[src/inc/tmr2_pkg.sv]
// Purpose: shared constants for the timer 2 control, capture and pwm block
// Assumes: 32-bit avalon-mm slave, byte addresses, one word per register
// Notes: all offsets and field positions live here and nowhere else
package tmr2_pkg;
  localparam int CLK_PERIOD_NS = 50;
  localparam int COUNT_W = 16;
  localparam int HALF_W = 8;
  localparam int ADDR_W = 5;
  localparam int DATA_W = 32;
  localparam int CTRL_A_W = 8;
  localparam int CTRL_B_W = 10;
  localparam int ST_W = 3;
  // register byte offsets
  localparam logic [4:0] OFS_CTRL_A = 5'h00;
  localparam logic [4:0] OFS_CTRL_B = 5'h04;
  localparam logic [4:0] OFS_COUNT = 5'h08;
  localparam logic [4:0] OFS_CAPTURE = 5'h0C;
  localparam logic [4:0] OFS_RELOAD = 5'h10;
  localparam logic [4:0] OFS_STATUS = 5'h14;
  localparam logic [4:0] OFS_CLEAR = 5'h18;
  localparam logic [4:0] OFS_IRQ_EN = 5'h1C;
  // timer_ctrl_a fields
  localparam int GATE_EN_BIT = 0;
  localparam int ONE_SHOT_BIT = 1;
  localparam int CPR_EN_BIT = 2;
  localparam int RUN_HIGH_BIT = 3;
  localparam int RUN_LOW_BIT = 4;
  localparam int POL_BIT = 5;
  localparam int OUT_EN0_BIT = 6;
  // timer_ctrl_b fields
  localparam int SPLIT_BIT = 0;
  localparam int CNT_SEL_BIT = 1;
  localparam int EDGE_LSB = 2;
  localparam int OUT_EN1_BIT = 4;
  localparam int CAP_MODE_BIT = 5;
  localparam int LATCH_A_BIT = 6;
  localparam int LATCH_B_BIT = 7;
  localparam int DIR_A_BIT = 8;
  localparam int DIR_B_BIT = 9;
  // status fields
  localparam int ST_CAPTURE = 0;
  localparam int ST_OVF_HIGH = 1;
  localparam int ST_OVF_LOW = 2;
  // reset values
  localparam logic [7:0] CTRL_A_RST = 8'h00;
  localparam logic [9:0] CTRL_B_RST = 10'h000;
  localparam logic [15:0] COUNT_RST = 16'h0000;
  // capture edge select codes
  localparam logic [1:0] EDGE_NONE = 2'h0;
  localparam logic [1:0] EDGE_RISE = 2'h1;
  localparam logic [1:0] EDGE_FALL = 2'h2;
  localparam logic [1:0] EDGE_BOTH = 2'h3;
  // single-shot sequencer, gray along idle-armed-run
  typedef enum logic [1:0] {
    SS_IDLE = 2'b00,
    SS_ARMED = 2'b01,
    SS_RUN = 2'b11
  } tmr2_ss_t;
endpackage : tmr2_pkg

[src/tmr2_ctrl.sv]
// Purpose: timer 2 run, gate, single-shot capture, reload and pwm routing
// Assumes: avalon-mm slave with waitrequest, one clock, async low reset
// Notes: count increments once per clock, or per pin rise in counter mode
`timescale 1ns/1ns
module tmr2_ctrl #(
  parameter int COUNT_W = tmr2_pkg::COUNT_W
) (
  input wire logic CLOCK,
  input wire logic ARST_N,
  input wire logic [tmr2_pkg::ADDR_W-1:0] ADDRESS,
  input wire logic READ,
  input wire logic WRITE,
  input wire logic [tmr2_pkg::DATA_W-1:0] WRITEDATA,
  input wire logic [3:0] BYTEENABLE,
  output logic [tmr2_pkg::DATA_W-1:0] READDATA,
  output logic WAITREQUEST,
  output logic IRQ,
  input wire logic PIN_A_I,
  output logic PIN_A_O,
  output logic PIN_A_OE,
  output logic PIN_B_O,
  output logic PIN_B_OE
);
  import tmr2_pkg::*;

  // the byte-split logic assumes a 16-bit counter
  if (COUNT_W != 2 * HALF_W) begin : g_bad_width
    $error("tmr2_ctrl supports only a 16-bit counter");
  end

  logic [CTRL_A_W-1:0] ctrl_a;
  logic [CTRL_B_W-1:0] ctrl_b;
  logic [COUNT_W-1:0] count;
  logic [COUNT_W-1:0] capture;
  logic [COUNT_W-1:0] reload;
  logic [ST_W-1:0] status;
  logic [ST_W-1:0] irq_en;
  tmr2_ss_t ss;
  logic out_en0_q;
  logic out_en1_q;
  logic pwm_h;
  logic pwm_l;
  logic pin_lvl;
  logic pin_rise;
  logic pin_fall;

  tmr2_pin_sync u_sync (
    .clk(CLOCK),
    .arst_n(ARST_N),
    .pin(PIN_A_I),
    .level(pin_lvl),
    .rise(pin_rise),
    .fall(pin_fall)
  );

  // bus decode; access completes at the edge waitrequest is seen low
  wire req = READ | WRITE;
  wire acc = WRITE & ~WAITREQUEST;
  wire [DATA_W-1:0] wmask = {16'h0000, {8{BYTEENABLE[1]}},
    {8{BYTEENABLE[0]}}};
  wire wr_a = acc & (ADDRESS == OFS_CTRL_A);
  wire wr_b = acc & (ADDRESS == OFS_CTRL_B);
  wire wr_cnt = acc & (ADDRESS == OFS_COUNT);
  wire wr_rld = acc & (ADDRESS == OFS_RELOAD);
  wire wr_clr = acc & (ADDRESS == OFS_CLEAR);
  wire wr_ien = acc & (ADDRESS == OFS_IRQ_EN);
  wire [DATA_W-1:0] wd = WRITEDATA & wmask;
  wire [DATA_W-1:0] rd_mux =
    (ADDRESS == OFS_CTRL_A) ? {24'h000000, ctrl_a} :
    (ADDRESS == OFS_CTRL_B) ? {22'h0, ctrl_b} :
    (ADDRESS == OFS_COUNT) ? {16'h0000, count} :
    (ADDRESS == OFS_CAPTURE) ? {16'h0000, capture} :
    (ADDRESS == OFS_RELOAD) ? {16'h0000, reload} :
    (ADDRESS == OFS_STATUS) ? {29'h0, status} :
    (ADDRESS == OFS_IRQ_EN) ? {29'h0, irq_en} : 32'h00000000;

  // control fields
  wire gate_en = ctrl_a[GATE_EN_BIT];
  wire one_shot = ctrl_a[ONE_SHOT_BIT];
  wire cpr_en = ctrl_a[CPR_EN_BIT];
  wire run_high = ctrl_a[RUN_HIGH_BIT];
  wire run_low = ctrl_a[RUN_LOW_BIT];
  wire pol = ctrl_a[POL_BIT];
  wire out_en0 = ctrl_a[OUT_EN0_BIT];
  wire split = ctrl_b[SPLIT_BIT];
  wire cnt_sel = ctrl_b[CNT_SEL_BIT];
  wire [1:0] edge_sel = ctrl_b[EDGE_LSB+1:EDGE_LSB];
  wire out_en1 = ctrl_b[OUT_EN1_BIT];
  wire cap_mode = ctrl_b[CAP_MODE_BIT];
  wire [1:0] route = {out_en1, out_en0};
  wire both = (edge_sel == EDGE_BOTH);

  // gating: input pin, timer mode, not both-edge capture
  wire gate_used = gate_en & ~out_en0 & ~cnt_sel & ~both;
  wire gate_ok = ~gate_used | (pin_lvl == pol);
  wire gate_open = gate_used & (pol ? pin_rise : pin_fall);

  // capture edges; shot edge from polarity when both are picked
  wire cap_on = cap_mode & ~out_en0 & ~cnt_sel;
  wire cap_edge = cap_on & ((edge_sel[0] & pin_rise) |
    (edge_sel[1] & pin_fall));
  wire ss_edge = both ? (cap_on & (pol ? pin_fall : pin_rise))
    : cap_edge;
  wire ss_arm = wr_a & wd[ONE_SHOT_BIT] & cap_mode & ss == SS_IDLE;
  wire ss_start = (ss == SS_ARMED) & (ss_edge | gate_open);
  wire ss_end = (ss == SS_RUN) & ss_edge;
  // the starting edge neither captures nor flags
  wire cap_take = cap_edge & (ss != SS_ARMED);
  wire skip_rld = both & gate_en & (pol ? pin_rise : pin_fall);
  wire do_reload = cap_take & cpr_en & ~skip_rld;

  // run control: armed halts the high count, shot run overrides run_high
  wire run_h = (ss == SS_RUN) | (ss == SS_IDLE & run_high);
  wire tick = cnt_sel ? pin_rise : 1'b1;
  wire inc_h = run_h & gate_ok & tick;
  wire inc_l = split & run_low & tick;
  wire hi_top = split ? (count[15:8] == 8'hFF) : (count == 16'hFFFF);
  wire ovf_h = inc_h & hi_top;
  wire ovf_l = inc_l & (count[7:0] == 8'hFF);

  logic [COUNT_W-1:0] next_count;
  logic [CTRL_A_W-1:0] next_ctrl_a;
  logic [ST_W-1:0] ev;

  // counter next value; bus write beats capture reload
  always_comb begin
    next_count = count;
    if (split) begin
      if (inc_h) begin
        next_count[15:8] = ovf_h ? reload[15:8] : count[15:8] + 8'h01;
      end
      if (inc_l) begin
        next_count[7:0] = ovf_l ? reload[7:0] : count[7:0] + 8'h01;
      end
    end else if (inc_h) begin
      next_count = ovf_h ? reload : count + 16'h0001;
    end
    if (do_reload) begin
      next_count = reload;
    end
    if (wr_cnt) begin
      next_count = wd[COUNT_W-1:0];
    end
  end

  // one-shot bit falls when its cycle ends, unless rewritten
  always_comb begin
    next_ctrl_a = ctrl_a;
    if (ss_end) begin
      next_ctrl_a[ONE_SHOT_BIT] = 1'b0;
    end
    if (wr_a) begin
      next_ctrl_a = wd[CTRL_A_W-1:0] | (ctrl_a & ~wmask[CTRL_A_W-1:0]);
    end
  end

  assign ev = {ovf_l, ovf_h, cap_take};

  // bus slave: one wait cycle, read data ready as waitrequest drops
  always_ff @(posedge CLOCK or negedge ARST_N) begin
    if (!ARST_N) begin
      WAITREQUEST <= 1'b1;
      READDATA <= 32'h00000000;
    end else begin
      WAITREQUEST <= ~(req & WAITREQUEST);
      if (READ & WAITREQUEST) begin
        READDATA <= rd_mux;
      end
    end
  end

  // control and data registers
  always_ff @(posedge CLOCK or negedge ARST_N) begin
    if (!ARST_N) begin
      ctrl_a <= CTRL_A_RST;
      ctrl_b <= CTRL_B_RST;
      reload <= COUNT_RST;
      count <= COUNT_RST;
      irq_en <= 3'h0;
    end else begin
      ctrl_a <= next_ctrl_a;
      count <= next_count;
      if (wr_b) begin
        ctrl_b <= wd[CTRL_B_W-1:0] | (ctrl_b & ~wmask[CTRL_B_W-1:0]);
      end
      if (wr_rld) begin
        reload <= wd[COUNT_W-1:0] | (reload & ~wmask[COUNT_W-1:0]);
      end
      if (wr_ien) begin
        irq_en <= wd[ST_W-1:0];
      end
    end
  end

  // capture and single-shot sequencer
  always_ff @(posedge CLOCK or negedge ARST_N) begin
    if (!ARST_N) begin
      capture <= COUNT_RST;
      ss <= SS_IDLE;
    end else begin
      if (cap_take) begin
        capture <= count;
      end
      unique case (ss)
        SS_IDLE: ss <= ss_arm ? SS_ARMED : SS_IDLE;
        SS_ARMED: ss <= ss_start ? SS_RUN : SS_ARMED;
        SS_RUN: ss <= ss_end ? SS_IDLE : SS_RUN;
        default: ss <= SS_IDLE;
      endcase
    end
  end

  // sticky status: a new event wins over a same-cycle clear
  always_ff @(posedge CLOCK or negedge ARST_N) begin
    if (!ARST_N) begin
      status <= 3'h0;
      IRQ <= 1'b0;
    end else begin
      status <= (status & ~(wr_clr ? wd[ST_W-1:0] : 3'h0)) | ev;
      IRQ <= |(status & irq_en);
    end
  end

  // pwm levels; polarity lands on pwm_h only on an out_en0 rise, pwm_l loads 0 on an out_en1 rise
  always_ff @(posedge CLOCK or negedge ARST_N) begin
    if (!ARST_N) begin
      out_en0_q <= 1'b0;
      out_en1_q <= 1'b0;
      pwm_h <= 1'b0;
      pwm_l <= 1'b0;
    end else begin
      out_en0_q <= out_en0;
      out_en1_q <= out_en1;
      if (out_en0 & ~out_en0_q) begin
        pwm_h <= pol;
      end else if (ovf_h) begin
        pwm_h <= ~pwm_h;
      end
      if (out_en1 & ~out_en1_q) begin
        pwm_l <= 1'b0;
      end else if (ovf_l) begin
        pwm_l <= ~pwm_l;
      end
    end
  end

  // pin routing; port latch data otherwise, driven when dir is set
  always_ff @(posedge CLOCK or negedge ARST_N) begin
    if (!ARST_N) begin
      PIN_A_O <= 1'b0;
      PIN_A_OE <= 1'b0;
      PIN_B_O <= 1'b0;
      PIN_B_OE <= 1'b0;
    end else begin
      PIN_A_O <= route[0] ? pwm_h : ctrl_b[LATCH_A_BIT];
      PIN_A_OE <= route[0] | ctrl_b[DIR_A_BIT];
      PIN_B_O <= route[1] ? (split ? pwm_l : pwm_h)
        : ctrl_b[LATCH_B_BIT];
      PIN_B_OE <= route[1] | ctrl_b[DIR_B_BIT];
    end
  end

  a_stop_hold: assert property (@(posedge CLOCK) disable iff (!ARST_N)
    (ss == SS_IDLE && !run_high && !split && !wr_cnt && !do_reload)
    |=> count == $past(count))
    else $error("count moved while stopped");
  a_armed_halt: assert property (@(posedge CLOCK) disable iff (!ARST_N)
    (ss == SS_ARMED && !wr_cnt && !do_reload) |=> count == $past(count))
    else $error("count moved while armed");
  a_shot_start: assert property (@(posedge CLOCK) disable iff (!ARST_N)
    (ss == SS_ARMED && ss_edge) |=> ss == SS_RUN)
    else $error("shot did not start on edge");
  a_shot_end: assert property (@(posedge CLOCK) disable iff (!ARST_N)
    (ss == SS_RUN && ss_edge) |=> ss == SS_IDLE && !ctrl_a[ONE_SHOT_BIT]
      || $past(wr_a))
    else $error("shot did not end on edge");
  a_start_noflag: assert property (@(posedge CLOCK) disable iff (!ARST_N)
    (ss == SS_ARMED && !status[ST_CAPTURE]) |=> !status[ST_CAPTURE])
    else $error("flag set on shot start edge");
  a_skip_reload: assert property (@(posedge CLOCK) disable iff (!ARST_N)
    (both && gate_en && cap_take && (pol ? pin_rise : pin_fall))
    |-> !do_reload)
    else $error("reload on skipped edge");
  a_low_ignored: assert property (@(posedge CLOCK) disable iff (!ARST_N)
    (!split && !run_high && ss == SS_IDLE && !wr_cnt && !do_reload)
    ##1 (!split && !run_high && ss == SS_IDLE && !wr_cnt && !do_reload)
    |=> count == $past(count, 2))
    else $error("low run acted outside split mode");
  a_pol_launch: assert property (@(posedge CLOCK) disable iff (!ARST_N)
    (out_en0 && !out_en0_q) |=> pwm_h == $past(pol) ##1 PIN_A_O == pol
      || !out_en0 || $past(ovf_h))
    else $error("polarity not applied on enable");
  a_route_b: assert property (@(posedge CLOCK) disable iff (!ARST_N)
    (route == 2'h3 && split) |=> PIN_B_O == $past(pwm_l) && PIN_B_OE)
    else $error("pin b not carrying low pwm");
endmodule : tmr2_ctrl

[src/tmr2_pin_sync.sv]
// Purpose: three-stage pin synchroniser with qualified level and edges
// Assumes: pin is asynchronous to clk
// Notes: a change counts once stages two and three agree
`timescale 1ns/1ns
module tmr2_pin_sync (
  input wire logic clk,
  input wire logic arst_n,
  input wire logic pin,
  output logic level,
  output logic rise,
  output logic fall
);
  logic s1;
  logic s2;
  logic s3;
  logic next_level;

  // s1 is only ever read by s2
  assign next_level = (s2 == s3) ? s3 : level;

  // chain and qualified edges
  always_ff @(posedge clk or negedge arst_n) begin
    if (!arst_n) begin
      s1 <= 1'b0;
      s2 <= 1'b0;
      s3 <= 1'b0;
      level <= 1'b0;
      rise <= 1'b0;
      fall <= 1'b0;
    end else begin
      s1 <= pin;
      s2 <= s1;
      s3 <= s2;
      level <= next_level;
      rise <= next_level & ~level;
      fall <= ~next_level & level;
    end
  end
endmodule : tmr2_pin_sync

[config.mk]
export PLATFORM = sky130hd
export DESIGN_NAME = tmr2_ctrl
export DESIGN_NICKNAME = d
export VERILOG_FILES = /design/src/inc/tmr2_pkg.sv /design/src/tmr2_ctrl.sv /design/src/tmr2_pin_sync.sv
export SDC_FILE = /design/constraint.sdc
export NUM_CORES = 1
export LEC_CHECK = 0
export ABC_AREA = 1
export BUFFER_PORTS_ARGS = -buffer_cell sky130_fd_sc_hd__buf_2
export CAP_MARGIN = 0
export CORE_MARGIN = 2
export CORE_UTILIZATION = 40
export CTS_CLUSTER_SIZE = 20
export DETAILED_ROUTE_END_ITERATION = 12
export PLACE_DENSITY = 0.64
export SLEW_MARGIN = 20
export SYNTH_ARGS = -nofsm -noshare
export SYNTH_HDL_FRONTEND = slang
export SYNTH_SLANG_ARGS = --single-unit
[constraint.sdc]
create_clock -name CLOCK -period 1.99 [get_ports CLOCK]
set_input_delay 0.199 -clock CLOCK [delete_from_list [all_inputs] [get_ports CLOCK]]
set_output_delay 0.199 -clock CLOCK [all_outputs]
set_load 0.005 [all_outputs]
==> flow_summary.ini <==
[outcome]
status = completed

[yosys]
synth_seq_cells = 106
yosys_warnings = 0
synthMuxAreaShare_pct = 0.9597
synthXorXnorAreaFrac_pct = 1.069
synth_edf_count = 0
ys_types = 39
yosys.area_share.simple_pct = 27.70
synth_fa_ha_area_share_pct = 0.6107
avgSynthCellArea_sq_um = 7.795
yosysSeqAreaShare_pct = 46.26
synth.area.top_cells = dfrtp_1, nand2_1, o21ai_0
synth_top_area_cell = dfrtp_1
synth_top_family_by_area = simple AND/OR/NAND/NOR gates
synthFlopType = dfrtp_1
synthDominantCellAreaShare_pct = 45.80
synth_compound_area_share_pct = 13.65
async_flop_share_pct = 100.0
syn_area_sq_um = 5737
syn_inst = 736

[timing]
rsz0062_at_grt = false
setup_tns_ns = 0
setup_viol = 0
finalCritPeriodShare_pct = 92.37
hold_viol = 0
fin_skew_ns = 0.009371
period_needed_ns = 1.838
fmax_mhz = 544.0
slew_viol_final = 0

[floorplan]
die_w_microns = 123.8
io_pins = 84
placement_rows = 43
die_h_microns = 123.8
die-area_sq_um = 15320
initial_core_util_pct = 41.17
core_sq_um = 13930

[pwr]
p_leak_nw = 3.371
ir_drop_mv = 0.4461
powerDensity_nw_per_um2 = 989.7

[worst_setup_path]
worstPathArrival_ns = 2.12
timing.rr.end = count[12]$_DFFE_PN0P_
cp-start-kind = flop
reg2reg_slack_ns = 0.15
crit_end = count[12]$_DFFE_PN0P_
rr_worst_depth = 11
worstSetupPathType = flop to flop
worstPathRequired_ns = 2.27
crit_fanout = 8
cp-end-kind = flop

[detailed_routing]
final_antenna_net_count = 0
drtIter0Drc = 392
wl_per_cell_microns = 15.15
dr.pass1.iters = 5
vias_per_cell = 4.993
drc = 0
routed_wl_microns = 14940
vias = 4923

[clock_tree]
cts_tree = done
clk_latency_ns = 0.36
cts_max_level = 3
clkSlewWorstSetupHoldPaths_ns = 0.08
cts_buffers = 9
cts_sinks = 106
clk_path_buf_depth = 2
root_buffer = clkbuf_16

[global_routing]
grt_pass1_vias = 4572
grt_pass1_wl_microns = 23940
grt_max_degree = 39
grt_usage_pct = 20.71
antenna_found_initial = 0
grt_overflow_total = 0

[job]
drv_cap = 0

[finish]
final_common_cell = nand2_1
layout.nets = 849
design_area_sq_um = 6566
drive_gt1_share_pct = 18.73
most-common-layout-cells = nand2_1, dfrtp_1, inv_1
syn_to_final_growth_pct = 14.46
nFillCells = 1414
diodes = 0

[place]
placed_area_sq_um = 6226
hpwl_microns = 11080
port_buffers = 49
place_congestion = 0.8727

[min_path]
hold_class = primary input to flop
[worst min-delay path by stage]
stage | start | cells past startpoint | slack, ns | to
floorplan | ARST_N | 0 | -0.1 | IRQ$_DFF_PN0_
global placement | ARST_N | 1 | 0.12 | asynchronous set/reset pin
detailed placement | ARST_N | 1 | 0.13 | asynchronous set/reset pin
CTS | READ | 2 | 0.01 | WAITREQUEST$_DFF_PN1_
global route | READ | 2 | 0.02 | WAITREQUEST$_DFF_PN1_
finish | READ | 2 | 0.01 | WAITREQUEST$_DFF_PN1_
[where the power goes]
| group | leakage, nW | internal, mW | switching (mW) | total (mW) |
|---|---|---|---|---|
| Sequential | 1.35 | 2.44 | 0.289 | 2.73 |
| Combinational | 1.87 | 0.689 | 1.15 | 1.84 |
| Clock | 0.158 | 1.04 | 0.881 | 1.92 |
| Total | 3.37 | 4.17 | 2.32 | 6.50 |
[stage by stage]
stage	utilization, %	setup WS (ns)	hold WS (ns)	power (mW)	instances
after detailed placement	44.68	0.2045	0.1284	4.586	968
after CTS	47.10	0.1768	0.01266	6.520	986
final	47.12	0.1519	0.01052	6.499	986
after floorplan	-	0.2899	-0.09659	4.089	751
after global placement	44.68	0.2187	0.1240	4.561	968
after global routing	47.12	0.007823	0.02271	6.926	986
[what timing repair did]
item / in CTS / in global routing
resized for setup: 0 / 1
hold buffers: 2 / 0
hold endpoints to repair: 22 / 0
setup buffers: 0 / 0
setup endpoints to repair: 0 / 5
[area by class of cell]
type,instances,area [sq um],area share (%)
multi-input combinational,524,2586,39.39
clock buffer,10,239.0,3.639
sequential,106,2654,40.42
inverter,84,315.3,4.802
clock inverter,6,78.83,1.200
timing repair buffer,76,467.9,7.127
tap,180,225.2,3.430
[cell usage after synthesis, types with 3 or more instances]
cell type  number
nand2_1       195
dfrtp_1       105
inv_1          69
o21ai_0        66
nand3_1        54
nor2_1         54
a21oi_1        46
buf_4          19
inv_2          15
clkbuf_1        9
nand2_2         9
nor2_4          9
nor3_1          7
o21ai_1         7
xor2_1          7
buf_2           6
nand4_1         6
nor2_2          6
a221oi_1        5
a31oi_1         5
mux2_2          4
or2_2           4
buf_6           3
nand2_4         3
o2111ai_1       3
[critical path: stages, from the launching register on]
cell     delay [ns]
dfrtp_1        0.49
inv_2          0.14
nand2_2        0.07
nor2_4         0.13
nand3_4        0.12
nor2_1         0.10
nand2_1        0.14
nand2_2        0.22
nand2_1        0.07
o21ai_1        0.08
nand2_1        0.06
a21oi_1        0.12
[layer usage]
metal / track usage (%) / vias up / share of wire, %
met5: 0 / - / 0
met4: 6.463 / 0 / 1.7
met3: 3.480 / 16 / 5.3
met2: 31.87 / 142 / 45
met1: 29.86 / 2287 / 48
li1: - / 2478 / -
[kinds of logic after synthesis]
kind of cell,after synthesis
AND/OR/NAND/NOR,351
AO/OA/AOI/OAI,142
buffers and inverters,121
flip-flops,106
XOR/XNOR,7
multiplexers,5
adder cells (fa/ha/maj),3
other,1
Note: power is estimated with default switching activity, not from simulation.
